--- src/lsp_defs.vh ---
// Purpose: constants for the local-oscillator synthesiser control block
// Assumes: 8-bit register port, 100 MHz mclk
// Notes: definitions only
`ifndef LSP_DEFS_VH
`define LSP_DEFS_VH

// write addresses
`define LSP_A_RESET 8'h10
`define LSP_A_GENCTL 8'h11
`define LSP_A_RXCTL 8'h12
`define LSP_A_MDIV0 8'h20
`define LSP_A_MDIV1 8'h21
`define LSP_A_MDIV2 8'h22
`define LSP_A_RDIV0 8'h23
`define LSP_A_RDIV1 8'h24
`define LSP_A_VCOCTL 8'h25
// read-only mirror addresses
`define LSP_A_GENCTL_RD 8'he1
`define LSP_A_RXCTL_RD 8'he2
`define LSP_A_MDIV0_RD 8'hd0
`define LSP_A_MDIV1_RD 8'hd1
`define LSP_A_MDIV2_RD 8'hd2
`define LSP_A_RDIV0_RD 8'hd3
`define LSP_A_RDIV1_RD 8'hd4
`define LSP_A_VCOCTL_RD 8'hd5
// interrupt status and mask, read and write
`define LSP_A_IRQSTAT 8'h30
`define LSP_A_IRQMASK 8'h31

// field positions
`define LSP_GEN_SYNTH_EN 2
`define LSP_GEN_VCO_EN 3
`define LSP_M2_PLL_EN 7
`define LSP_M2_LOCK 6
`define LSP_RX_BW_LO 3
`define LSP_RX_BW_HI 4
`define LSP_VCO_AMP_LO 2
`define LSP_VCO_AMP_HI 3
`define LSP_VCO_CAL_OFF 7
`define LSP_IRQ_LOCKED 0
`define LSP_IRQ_UNLOCKED 1

// reset values
`define LSP_RST_BYTE 8'h00
`define LSP_RST_IRQ 2'h0

// timing: alignment window and lock confirmation
`define LSP_LOCK_WIN_NS 40
`define LSP_CLK_NS 10
`define LSP_LOCK_WIN_CYC (`LSP_LOCK_WIN_NS / `LSP_CLK_NS)
`define LSP_LOCK_CMP 8

`endif

--- src/lsp_divider.v ---
// Purpose: programmable integer divider of input ticks
// Assumes: tick is a one-cycle pulse on mclk
// Notes: a value of 0 or 1 passes every tick
`timescale 1ns/1ns
module lsp_divider #(
  parameter WIDTH = 16
) (
  input wire mclk,
  input wire rst_b,
  input wire enable,
  input wire tick,
  input wire [WIDTH-1:0] divValue,
  output reg pulse
);
  reg [WIDTH-1:0] count;
  wire lastTick;

  assign lastTick = (divValue <= {{(WIDTH-1){1'b0}}, 1'b1}) ||
                    (count >= divValue - {{(WIDTH-1){1'b0}}, 1'b1});

  // count ticks and emit one pulse per divValue ticks
  always @(posedge mclk) begin
    if (!rst_b || !enable) begin
      count <= {WIDTH{1'b0}};
      pulse <= 1'b0;
    end else begin
      pulse <= 1'b0;
      if (tick) begin
        if (lastTick) begin
          count <= {WIDTH{1'b0}};
          pulse <= 1'b1;
        end else begin
          count <= count + {{(WIDTH-1){1'b0}}, 1'b1};
        end
      end
    end
  end
endmodule

--- src/lsp_phase_det.v ---
// Purpose: phase-frequency detector with lock detection
// Assumes: refPulse and fbPulse are one-cycle pulses
// Notes: pump outputs are zero while disabled
`timescale 1ns/1ns
`include "lsp_defs.vh"
module lsp_phase_det #(
  parameter LOCK_CMP = `LSP_LOCK_CMP,
  parameter LOCK_WIN = `LSP_LOCK_WIN_CYC
) (
  input wire mclk,
  input wire rst_b,
  input wire enable,
  input wire refPulse,
  input wire fbPulse,
  output reg pumpUp,
  output reg pumpDown,
  output reg locked
);
  reg [7:0] gap;
  reg [7:0] goodCount;
  wire bothSeen;
  wire next_up;
  wire next_down;

  assign next_up = (pumpUp | refPulse);
  assign next_down = (pumpDown | fbPulse);
  assign bothSeen = next_up & next_down;

  always @(posedge mclk) begin
    if (!rst_b || !enable) begin
      pumpUp <= 1'b0;
      pumpDown <= 1'b0;
      gap <= 8'h00;
      goodCount <= 8'h00;
      locked <= 1'b0;
    end else begin
      // reference first: feedback slow, raise tuning voltage
      if (bothSeen) begin
        pumpUp <= 1'b0;
        pumpDown <= 1'b0;
        gap <= 8'h00;
        if (gap <= LOCK_WIN[7:0]) begin
          if (goodCount >= LOCK_CMP[7:0] - 8'h01) begin
            locked <= 1'b1;
          end else begin
            goodCount <= goodCount + 8'h01;
          end
        end else begin
          goodCount <= 8'h00;
          locked <= 1'b0;
        end
      end else begin
        pumpUp <= next_up;
        pumpDown <= next_down;
        if (next_up | next_down) begin
          gap <= (gap == 8'hff) ? gap : gap + 8'h01;
        end
      end
    end
  end
endmodule

--- src/lsp_pll_control.v ---
// Purpose: register file and integer-N synthesiser control
// Assumes: plain register port, one synchronous active-low reset
// Notes: reference and feedback pins are resynchronised to mclk
// Operation
// - synthesiser runs only when both enable bits set
// - output locks to reference times M over R
// - feedback and reference dividers from own registers
// - phase detector off gives high-impedance pump
// - positive tuning slope: reference first pumps up
// - lock status reads at feedback-top bit six
// - two VCO bits tune negative-resistance amplifier
// - VCO bit seven disables filter calibration
// - bandwidth select in fixed 1:2:4 steps
// - feedback divider: three write, three mirror bytes
// - reference divider: two write, two mirror bytes
`timescale 1ns/1ns
`include "lsp_defs.vh"
module lsp_pll_control #(
  parameter M_WIDTH = 22,
  parameter R_WIDTH = 16,
  parameter LOCK_CMP = `LSP_LOCK_CMP
) (
  input wire mclk,
  input wire rst_b,
  input wire [7:0] regAddr,
  input wire [7:0] regWdata,
  input wire regWrite,
  input wire regRead,
  output reg [7:0] regRdata,
  input wire ref_clock_in,
  input wire fbClockIn,
  output wire chargeOut,
  output wire chargeOe,
  output wire synthActive,
  output wire synthLocked,
  output wire vcoEnable,
  output wire [1:0] vcoAmpTune,
  output wire filterCalOff,
  output wire [1:0] bandwidthSel,
  output wire [2:0] bandwidthScale,
  output wire [7:0] genControl,
  output wire [7:0] rxControl,
  output wire irq
);
  reg [7:0] genCtl;
  reg [7:0] rxCtl;
  reg [7:0] mDiv0;
  reg [7:0] mDiv1;
  reg [7:0] mDiv2;
  reg [7:0] rDiv0;
  reg [7:0] rDiv1;
  reg [7:0] vcoCtl;
  reg [1:0] irqStatus;
  reg [1:0] irqMask;

  reg refSync1;
  reg refSync2;
  reg refLast;
  reg fbSync1;
  reg fbSync2;
  reg fbLast;
  reg lockLast;

  wire generalReset;
  wire detRst_b;
  wire pllEnable;
  wire refTick;
  wire fbTick;
  wire refDivPulse;
  wire fbDivPulse;
  wire pumpUp;
  wire pumpDown;
  wire locked;
  wire lockRise;
  wire lockFall;
  wire [M_WIDTH-1:0] mValue;
  wire [R_WIDTH-1:0] rValue;
  wire [1:0] irqEvents;
  wire [1:0] irqClear;
  reg [7:0] next_rdata;

  // address-only write to the reset address clears every register
  assign generalReset = regWrite && (regAddr == `LSP_A_RESET);

  // general reset also clears the lock flag, so no stale lock event follows
  assign detRst_b = rst_b & ~generalReset;

  // both enable bits must be one
  assign pllEnable = genCtl[`LSP_GEN_SYNTH_EN] & mDiv2[`LSP_M2_PLL_EN];

  // divider values from their own write registers
  assign mValue = {mDiv2[5:0], mDiv1, mDiv0};
  assign rValue = {rDiv1, rDiv0};

  // register writes
  always @(posedge mclk) begin
    if (!rst_b || generalReset) begin
      genCtl <= `LSP_RST_BYTE;
      rxCtl <= `LSP_RST_BYTE;
      mDiv0 <= `LSP_RST_BYTE;
      mDiv1 <= `LSP_RST_BYTE;
      mDiv2 <= `LSP_RST_BYTE;
      rDiv0 <= `LSP_RST_BYTE;
      rDiv1 <= `LSP_RST_BYTE;
      vcoCtl <= `LSP_RST_BYTE;
      irqMask <= `LSP_RST_IRQ;
    end else if (regWrite) begin
      case (regAddr)
        `LSP_A_GENCTL: begin
          genCtl <= regWdata;
        end
        `LSP_A_RXCTL: begin
          rxCtl <= regWdata;
        end
        `LSP_A_MDIV0: begin
          mDiv0 <= regWdata;
        end
        `LSP_A_MDIV1: begin
          mDiv1 <= regWdata;
        end
        `LSP_A_MDIV2: begin
          mDiv2 <= regWdata;
        end
        `LSP_A_RDIV0: begin
          rDiv0 <= regWdata;
        end
        `LSP_A_RDIV1: begin
          rDiv1 <= regWdata;
        end
        `LSP_A_VCOCTL: begin
          vcoCtl <= regWdata;
        end
        `LSP_A_IRQMASK: begin
          irqMask <= regWdata[1:0];
        end
        default: begin
          genCtl <= genCtl;
        end
      endcase
    end
  end

  // read data, valid the cycle after the read strobe
  always @* begin
    next_rdata = 8'h00;
    case (regAddr)
      `LSP_A_GENCTL_RD: begin
        next_rdata = genCtl;
      end
      `LSP_A_RXCTL_RD: begin
        next_rdata = rxCtl;
      end
      `LSP_A_MDIV0_RD: begin
        next_rdata = mDiv0;
      end
      `LSP_A_MDIV1_RD: begin
        next_rdata = mDiv1;
      end
      `LSP_A_MDIV2_RD: begin
        next_rdata = {mDiv2[7], locked, mDiv2[5:0]};
      end
      `LSP_A_RDIV0_RD: begin
        next_rdata = rDiv0;
      end
      `LSP_A_RDIV1_RD: begin
        next_rdata = rDiv1;
      end
      `LSP_A_VCOCTL_RD: begin
        next_rdata = vcoCtl;
      end
      `LSP_A_IRQSTAT: begin
        next_rdata = {6'h00, irqStatus};
      end
      `LSP_A_IRQMASK: begin
        next_rdata = {6'h00, irqMask};
      end
      default: begin
        next_rdata = 8'h00;
      end
    endcase
  end

  always @(posedge mclk) begin
    if (!rst_b) begin
      regRdata <= 8'h00;
    end else if (regRead) begin
      regRdata <= next_rdata;
    end else begin
      regRdata <= 8'h00;
    end
  end

  // two-stage synchronisers for the reference and feedback pins
  always @(posedge mclk) begin
    if (!rst_b) begin
      refSync1 <= 1'b0;
      refSync2 <= 1'b0;
      refLast <= 1'b0;
      fbSync1 <= 1'b0;
      fbSync2 <= 1'b0;
      fbLast <= 1'b0;
    end else begin
      refSync1 <= ref_clock_in;
      refSync2 <= refSync1;
      refLast <= refSync2;
      fbSync1 <= fbClockIn;
      fbSync2 <= fbSync1;
      fbLast <= fbSync2;
    end
  end

  assign refTick = refSync2 & ~refLast;
  assign fbTick = fbSync2 & ~fbLast;

  // reference divider R
  lsp_divider #(
    .WIDTH(R_WIDTH)
  ) refDivider (
    .mclk(mclk),
    .rst_b(rst_b),
    .enable(pllEnable),
    .tick(refTick),
    .divValue(rValue),
    .pulse(refDivPulse)
  );

  // feedback divider M
  lsp_divider #(
    .WIDTH(M_WIDTH)
  ) fbDivider (
    .mclk(mclk),
    .rst_b(rst_b),
    .enable(pllEnable),
    .tick(fbTick),
    .divValue(mValue),
    .pulse(fbDivPulse)
  );

  // comparing ref/R with fb/M drives fout to ref_clock_in*M/R
  lsp_phase_det #(
    .LOCK_CMP(LOCK_CMP),
    .LOCK_WIN(`LSP_LOCK_WIN_CYC)
  ) phaseDet (
    .mclk(mclk),
    .rst_b(detRst_b),
    .enable(pllEnable),
    .refPulse(refDivPulse),
    .fbPulse(fbDivPulse),
    .pumpUp(pumpUp),
    .pumpDown(pumpDown),
    .locked(locked)
  );

  // pump drives only while enabled and correcting, else high impedance
  assign chargeOe = pllEnable & (pumpUp ^ pumpDown);
  assign chargeOut = pumpUp & ~pumpDown;

  assign synthActive = pllEnable;
  assign synthLocked = locked;

  // lock events into sticky status, set wins over clear
  always @(posedge mclk) begin
    if (!rst_b || generalReset) begin
      lockLast <= 1'b0;
    end else begin
      lockLast <= locked;
    end
  end

  assign lockRise = locked & ~lockLast;
  assign lockFall = ~locked & lockLast;
  assign irqEvents = {lockFall, lockRise};
  assign irqClear = (regWrite && regAddr == `LSP_A_IRQSTAT) ? regWdata[1:0] : 2'h0;

  always @(posedge mclk) begin
    if (!rst_b || generalReset) begin
      irqStatus <= `LSP_RST_IRQ;
    end else begin
      irqStatus <= (irqStatus & ~irqClear) | irqEvents;
    end
  end

  assign irq = |(irqStatus & irqMask);

  // VCO amplifier tuning takes effect only with the VCO enabled
  assign vcoEnable = genCtl[`LSP_GEN_VCO_EN];
  assign vcoAmpTune = vcoEnable ? vcoCtl[`LSP_VCO_AMP_HI:`LSP_VCO_AMP_LO] : 2'h0;
  assign filterCalOff = vcoCtl[`LSP_VCO_CAL_OFF];

  // bandwidth select: 00 x1, 01 x2, 10 x4, 11 reserved held at x1
  assign bandwidthSel = rxCtl[`LSP_RX_BW_HI:`LSP_RX_BW_LO];
  assign bandwidthScale = (bandwidthSel == 2'h1) ? 3'h2 :
                          (bandwidthSel == 2'h2) ? 3'h4 : 3'h1;

  assign genControl = genCtl;
  assign rxControl = rxCtl;
endmodule

--- config.mk ---
export PLATFORM = sky130hd
export DESIGN_NAME = lsp_pll_control
export DESIGN_NICKNAME = d
export VERILOG_FILES = /design/src/lsp_divider.v /design/src/lsp_phase_det.v /design/src/lsp_pll_control.v
export VERILOG_INCLUDE_DIRS = /design/src
export SDC_FILE = /design/constraint.sdc
export NUM_CORES = 1
export LEC_CHECK = 0
export BUFFER_PORTS_ARGS = -buffer_cell sky130_fd_sc_hd__clkbuf_2
export CAP_MARGIN = 5
export CORE_MARGIN = 2
export CORE_UTILIZATION = 40
export CTS_CLUSTER_SIZE = 20
export DETAILED_ROUTE_END_ITERATION = 8
export GPL_ROUTABILITY_DRIVEN = 0
export PLACE_DENSITY_LB_ADDON = 0.1
export SYNTH_ARGS = -nofsm -noshare
export SYNTH_HDL_FRONTEND = slang
export SYNTH_SLANG_ARGS = --single-unit
--- constraint.sdc ---
create_clock -name mclk -period 4.95 [get_ports mclk]
set_input_delay 0.99 -clock mclk [delete_from_list [all_inputs] [get_ports mclk]]
set_output_delay 0.99 -clock mclk [all_outputs]
set_load 0.03 [all_outputs]
# Word-level counts from Yosys, hierarchy flattened
# Cells that the tools add are included.
dict set report totals {
  output_inout_bits 38
  inputBits 22
  wordCells 129
  register_bits 142
}
dict set report op_classes {
  add_sub_neg 6
  eq_ne 24
  n_bitwise 26
  reduce_logical 27
  n_lt_le_gt_ge 6
  n_mux 13
}
# op count
set op_table {}
lappend op_table {{one-hot mux 8 bit (10 select lines)} 1}
lappend op_table {{== test 8 bit, second input constant} 9}
lappend op_table {{== test 8 x 6 -> 1 bit, second input constant} 8}
lappend op_table {{AND reduction 2 bit} 13}
lappend op_table {{== test 8 x 5 -> 1 bit, second input constant} 3}
lappend op_table {{adder 22 x 1 -> 22 bit, second input constant} 1}
lappend op_table {{greater-or-equal comparator 22 bit} 1}
lappend op_table {{less-or-equal comparator 22 x 1 -> 1 bit, second input constant} 1}
lappend op_table {{two-way mux 22 bit} 1}
lappend op_table {{subtractor 22 x 1 -> 22 bit, second input constant} 1}
lappend op_table {{adder 16 x 1 -> 16 bit, second input constant} 1}
lappend op_table {{adder 8 x 1 -> 8 bit, second input constant} 2}
lappend op_table {{greater-or-equal comparator 16 bit} 1}
lappend op_table {{less-or-equal comparator 16 x 1 -> 1 bit, second input constant} 1}
lappend op_table {{two-way mux 16 bit} 1}
lappend op_table {{two-way mux 8 bit} 2}
lappend op_table {{subtractor 16 x 1 -> 16 bit, second input constant} 1}
lappend op_table {{AND 1 bit} 9}
lappend op_table {{NOT 1 bit} 9}
lappend op_table {{greater-or-equal comparator 8 x 3 -> 1 bit, second input constant} 1}
lappend op_table {{less-or-equal comparator 8 x 3 -> 1 bit, second input constant} 1}
lappend op_table {{OR reduction 2 bit} 4}
lappend op_table {{two-way mux 3 bit} 2}
lappend op_table {{logical OR 1 bit} 5}
lappend op_table {{12 further kinds} 23}

# Depth between registers and ports, before layout
dict set report logic_depth {
  ltp_word 7
  mapped_depth 15
  depth_no_buf 13
}

# Hierarchy
# A second synthesis with hierarchy kept.
dict set report unflattened {
  hier_cells 894
  area_unflattened_um2 7992.7
}
# module area_each_um2 cells_per_inst instances seq_area_each_um2
set modules_own_cells {}
lappend modules_own_cells {lsp_pll_control 3813.7 396 1 1641.6}
lappend modules_own_cells {{lsp_divider (fbDivider)} 1944.4 240 1 460.4}
lappend modules_own_cells {{lsp_divider (refDivider)} 1356.3 159 1 340.3}
lappend modules_own_cells {lsp_phase_det 878.3 99 1 380.4}

# Least setup slack after synthesis
# No wires, ideal clock.
dict set report synth_timing {
  kind {reg-to-reg}
  start {register mDiv0[5]}
  end {register fbDivider.count[11]}
  path_stages_with_launch 16
  setup_slack_ns 1.820
  required_ns 4.818
  synth_period_minus_slack_ns 3.130
  t_arrival_ns 2.998
  setup_ns 0.132
  n_path_buf 2
  cell_sequence {dfxtp_1 clkbuf_1 nor4_1 and2b_1 nand3_1 nor2b_1 nand2_1 xor2_1 ha_1 nand4_1 nor3_1 o211ai_1 o2111a_2 a21oi_2 buf_4 nor3_1}
}
dict set report synth_via {
  elab_chain_len 4
  word_cells_on_any_way 5
  cone_classes {add/sub (1); order compare (2); mux (1); reduce/logical (1)}
}
# item line
set synth_lines {}
lappend synth_lines {{start: declaration} lsp_pll_control.v:47} ;# reg [7:0] mDiv0;
lappend synth_lines {{start signal: assignment} lsp_pll_control.v:100} ;# mDiv0 <= `LSP_RST_BYTE;
lappend synth_lines {{start signal: assignment} lsp_pll_control.v:116} ;# mDiv0 <= regWdata;
lappend synth_lines {{subtractor 22 x 1 -> 22 bit} lsp_divider.v:19} ;# (count >= divValue - {{(WIDTH-1){1'b0}}, 1'b1});
lappend synth_lines {{greater-or-equal comparator 22 bit} lsp_divider.v:19}
lappend synth_lines {{logical OR 1 bit *} lsp_divider.v:18} ;# assign lastTick = (divValue <= {{(WIDTH-1){1'b0}}, 1'b1}) ||
lappend synth_lines {{two-way mux 22 bit *} lsp_divider.v:29} ;# if (lastTick) begin
lappend synth_lines {{end signal: assignment} lsp_divider.v:24} ;# count <= {WIDTH{1'b0}};
lappend synth_lines {{end signal: assignment} lsp_divider.v:30} ;# count <= {WIDTH{1'b0}};
lappend synth_lines {{end signal: assignment} lsp_divider.v:33} ;# count <= count + {{(WIDTH-1){1'b0}}, 1'b1};
lappend synth_lines {{end: declaration} lsp_divider.v:15} ;# reg [WIDTH-1:0] count;
# Every way passes the cells marked *; elsewhere a longest branch is shown, timed or not.
# A chain may end at the register's enable or synchronous reset.

# Worst setup path in the final report
dict set report layout_timing {
  start {register mDiv0[5]}
  end {register fbDivider.count[20]}
}
# Same word-level chain as after synthesis.

==> flow_metrics.tcl <==
set metrics [dict create \
    status "finished clean" \
    syn_area_um2 7580 \
    timing.rr.end "fbDivider.count[20]$_SDFFE_PP0P_" \
    antenna_found_initial 0 \
    max-vdd-ir-drop_mv 0.238 \
    coreArea_um2 18600 \
    synthTopCellsByArea "dfxtp_1 (37%), ha_1 (8.3%), mux2i_1 (7.5%)" \
    p_int_uw 1890 \
    worst_slew_pin_slew_ps 843 \
    ys_seq_area_frac 0.372 \
    p_switching_uw 618 \
    htreeDepth 4 \
    critPathLaunch "mDiv0[5]$_SDFFE_PP0P_" \
    clk_pin_slew_ps 60 \
    die-area_um2 20100 \
    async_flop_share 0 \
    post_drt_wl_per_cell_um 17.8 \
    fin_setup_tns_ps 0 \
    placementRows 50 \
    clock-root-buffer "clkbuf_16" \
    antenna_left 0 \
    firstDrtPassIters 4 \
    gr-usage-all-layers 0.215 \
    critical_path_class "flip-flop to flip-flop" \
    crit_end "fbDivider.count[20]$_SDFFE_PP0P_" \
    hold_buffers 0 \
    max_slew_margin 0.438 \
    dp_hpwl_um 15100 \
    finalWirelength_um 20600 \
    final_hold_viol_count 0 \
    leakage_uw 0.00377 \
    arrival_ps 4110 \
    pre_cts_ws_ps 1130 \
    post_cts_buffers 0 \
    pwr-share-seq 0.455 \
    synth_edf_count 0 \
    slew_violations 0 \
    holdCritPathClass "flip-flop to flip-flop" \
    syn_inst 878 \
    area_growth_pct 13.4 \
    endpoint_kind "flip-flop" \
    drt-initial-drc-count 354 \
    max_freq_ghz 0.261 \
    synth.avg_cell_area_um2 8.64 \
    overflow 0 \
    synth_common_cells "dfxtp_1 (141), nor2_1 (103), nand2_1 (72)" \
    synth_fp_nets 950 \
    r2r_slack_ps 1110 \
    port_buffers 59 \
    yosysWarnings 0 \
    startpoint_type "flip-flop" \
    p_clk_frac 0.514 \
    grt_max_degree 53 \
    numCtsBuffers 17 \
    drc 0 \
    diodes 0 \
    die_x_um 142 \
    cts.repair.resized 0 \
    finalNonFillerCells 1162 \
    num_vias 6342 \
    grt_pass1_wl_um 33300 \
    pin_count 60 \
    nets 987 \
    p_sw_frac 0.247 \
    yosysMostFrequentCell "dfxtp_1" \
    setup_ws_ps 1110 \
    grt_pass1_vias 6011 \
    synth_ff_type "dfxtp_1" \
    rr_startpoint "mDiv0[5]$_SDFFE_PP0P_" \
    crit_fanout 12 \
    final_util 0.461 \
    synth.distinct_cells 59 \
    finalSetupViolations 0 \
    yosys.area.top_type "dfxtp_1" \
    clk_latency_ps 430 \
    total_power_uw 2500 \
    combinationalPowerShare 0.031 \
    cts_tree "yes" \
    viasPerCell 5.46 \
    rsz0062_at_grt "false" \
    initial_core_util 0.407 \
    drive_gt1_frac 0.115 \
    fin_crit_sh 0.775 \
    critPathRequiredTime_ps 5230 \
    cts.path.max_buffers 2 \
    skew_ps 16.2 \
    synth_top_area_frac 0.372 \
    max_cap_violations 0 \
    cts_num_sinks 141 \
    chipHeight_um 142 \
    synth_seq_cells 141 \
    reg2reg_depth 14 \
    layout_min_cycle_time_ps 3840 \
    dp_cells 1130 \
    p_per_area_nw_per_um2 291 \
]
==> worst min path at each step <==
stage,from,end,slack [ps],depth (start not counted)
after global placement,refSync1$_SDFF_PN0_,refSync2$_SDFF_PN0_,430,1
after floorplan,fbSync1$_SDFF_PN0_,fbSync2$_SDFF_PN0_,410,1
after global routing,refSync1$_SDFF_PN0_,refSync2$_SDFF_PN0_,450,1
after detailed placement,refSync1$_SDFF_PN0_,refSync2$_SDFF_PN0_,430,1
after CTS,refSync1$_SDFF_PN0_,refSync2$_SDFF_PN0_,440,1
final,refSync1$_SDFF_PN0_,refSync2$_SDFF_PN0_,440,1
==> cells in the final DEF (no fill, tap or decap), types with 6 or more instances in the layout <==
cell type  Yosys  routed
xnor2_1       37      37
nor4_1        12      12
inv_1         19      19
o21ai_0       15      15
a222oi_1       6       6
and4_1         7       7
and2_1        13      13
ha_1          50      50
nor3_1        46      46
nand3_1       42      42
nand2_1       72      70
nand4_1       26      26
nor2b_1        9       9
dfxtp_1      141     141
mux2i_1       57      57
and3_1        13      13
nor2_1       103     103
xor2_1        36      36
clkbuf_16      0      17
a21oi_1       52      52
clkbuf_2       0      59
==> sequential cells by signal, summed over array words and instances, names as in the netlist, 2 cells and up <==
register / count
mDiv2: 7
rDiv1: 8
regRdata: 8
rxControl: 8
vcoCtl: 8
phaseDet.goodCount: 8
genControl: 8
mDiv1: 8
irqMask: 2
phaseDet.gap: 8
mDiv0: 8
fbDivider.count: 22
irqStatus: 2
refDivider.count: 16
rDiv0: 8
==> power by group through the flow <==
stage | sequential (µW) | clock, µW | combinational (µW)
3_5_place_dp | 1160 | 0 | 77.6
2_1_floorplan | 1160 | 0 | 48.5
5_1_grt | 1140 | 1360 | 84.9
4_1_cts | 1140 | 1310 | 77.5
3_3_place_gp | 1160 | 0 | 78.0
6_report | 1140 | 1290 | 78.1
==> layer usage <==
metal / vias up / GRT usage / routed length, µm
met5: - / 0 / 0
met4: 0 / 0.0689 / 384
met3: 27 / 0.0442 / 878
met2: 138 / 0.330 / 9160
met1: 2962 / 0.301 / 10200
li1: 3215 / - / -
==> metrics by stage <==
stage,area [µm²],hold slack (ps)
finish,8600,437
CTS,8600,444
global placement,8010,429
global route,8600,449
detailed placement,8010,432
floorplan,7580,412
==> cell families after synthesis <==
family                     Yosys count  share of synthesized area
and+or+nand+nor                    373                      0.249
DFF                                141                      0.372
AOI/OAI and AO/OA                  119                      0.100
xor gates and xnor gates            73                     0.0843
buffers and inverters               65                     0.0368
muxes                               57                     0.0752
adders and majority gates           50                     0.0825
==> layout make-up <==
cell class / instances / area [µm²]
Tap cell: 234 / 293
Clock buffer: 19 / 443
Sequential cell: 141 / 2820
Clock inverter: 13 / 149
Inverter: 19 / 71.3
Multi-Input combinational cell: 672 / 4490
Timing Repair Buffer: 64 / 333
Fill cell: 1873 / 10000
==> worst max-delay path, cell delays in order, from the launching register on <==
cell and delay, ps:
dfxtp_1 370, nor4_1 380, and2b_1 250, nand3_1 180, nor2b_1 270, nand2_1 100
xor2_1 150, ha_1 320, nand4_1 170, nor3_1 320, o211ai_1 140, o2111a_2 300
a21oi_2 380, buf_4 270, nor3_1 70
No activity file was read; power rests on OpenSTA's default activity.
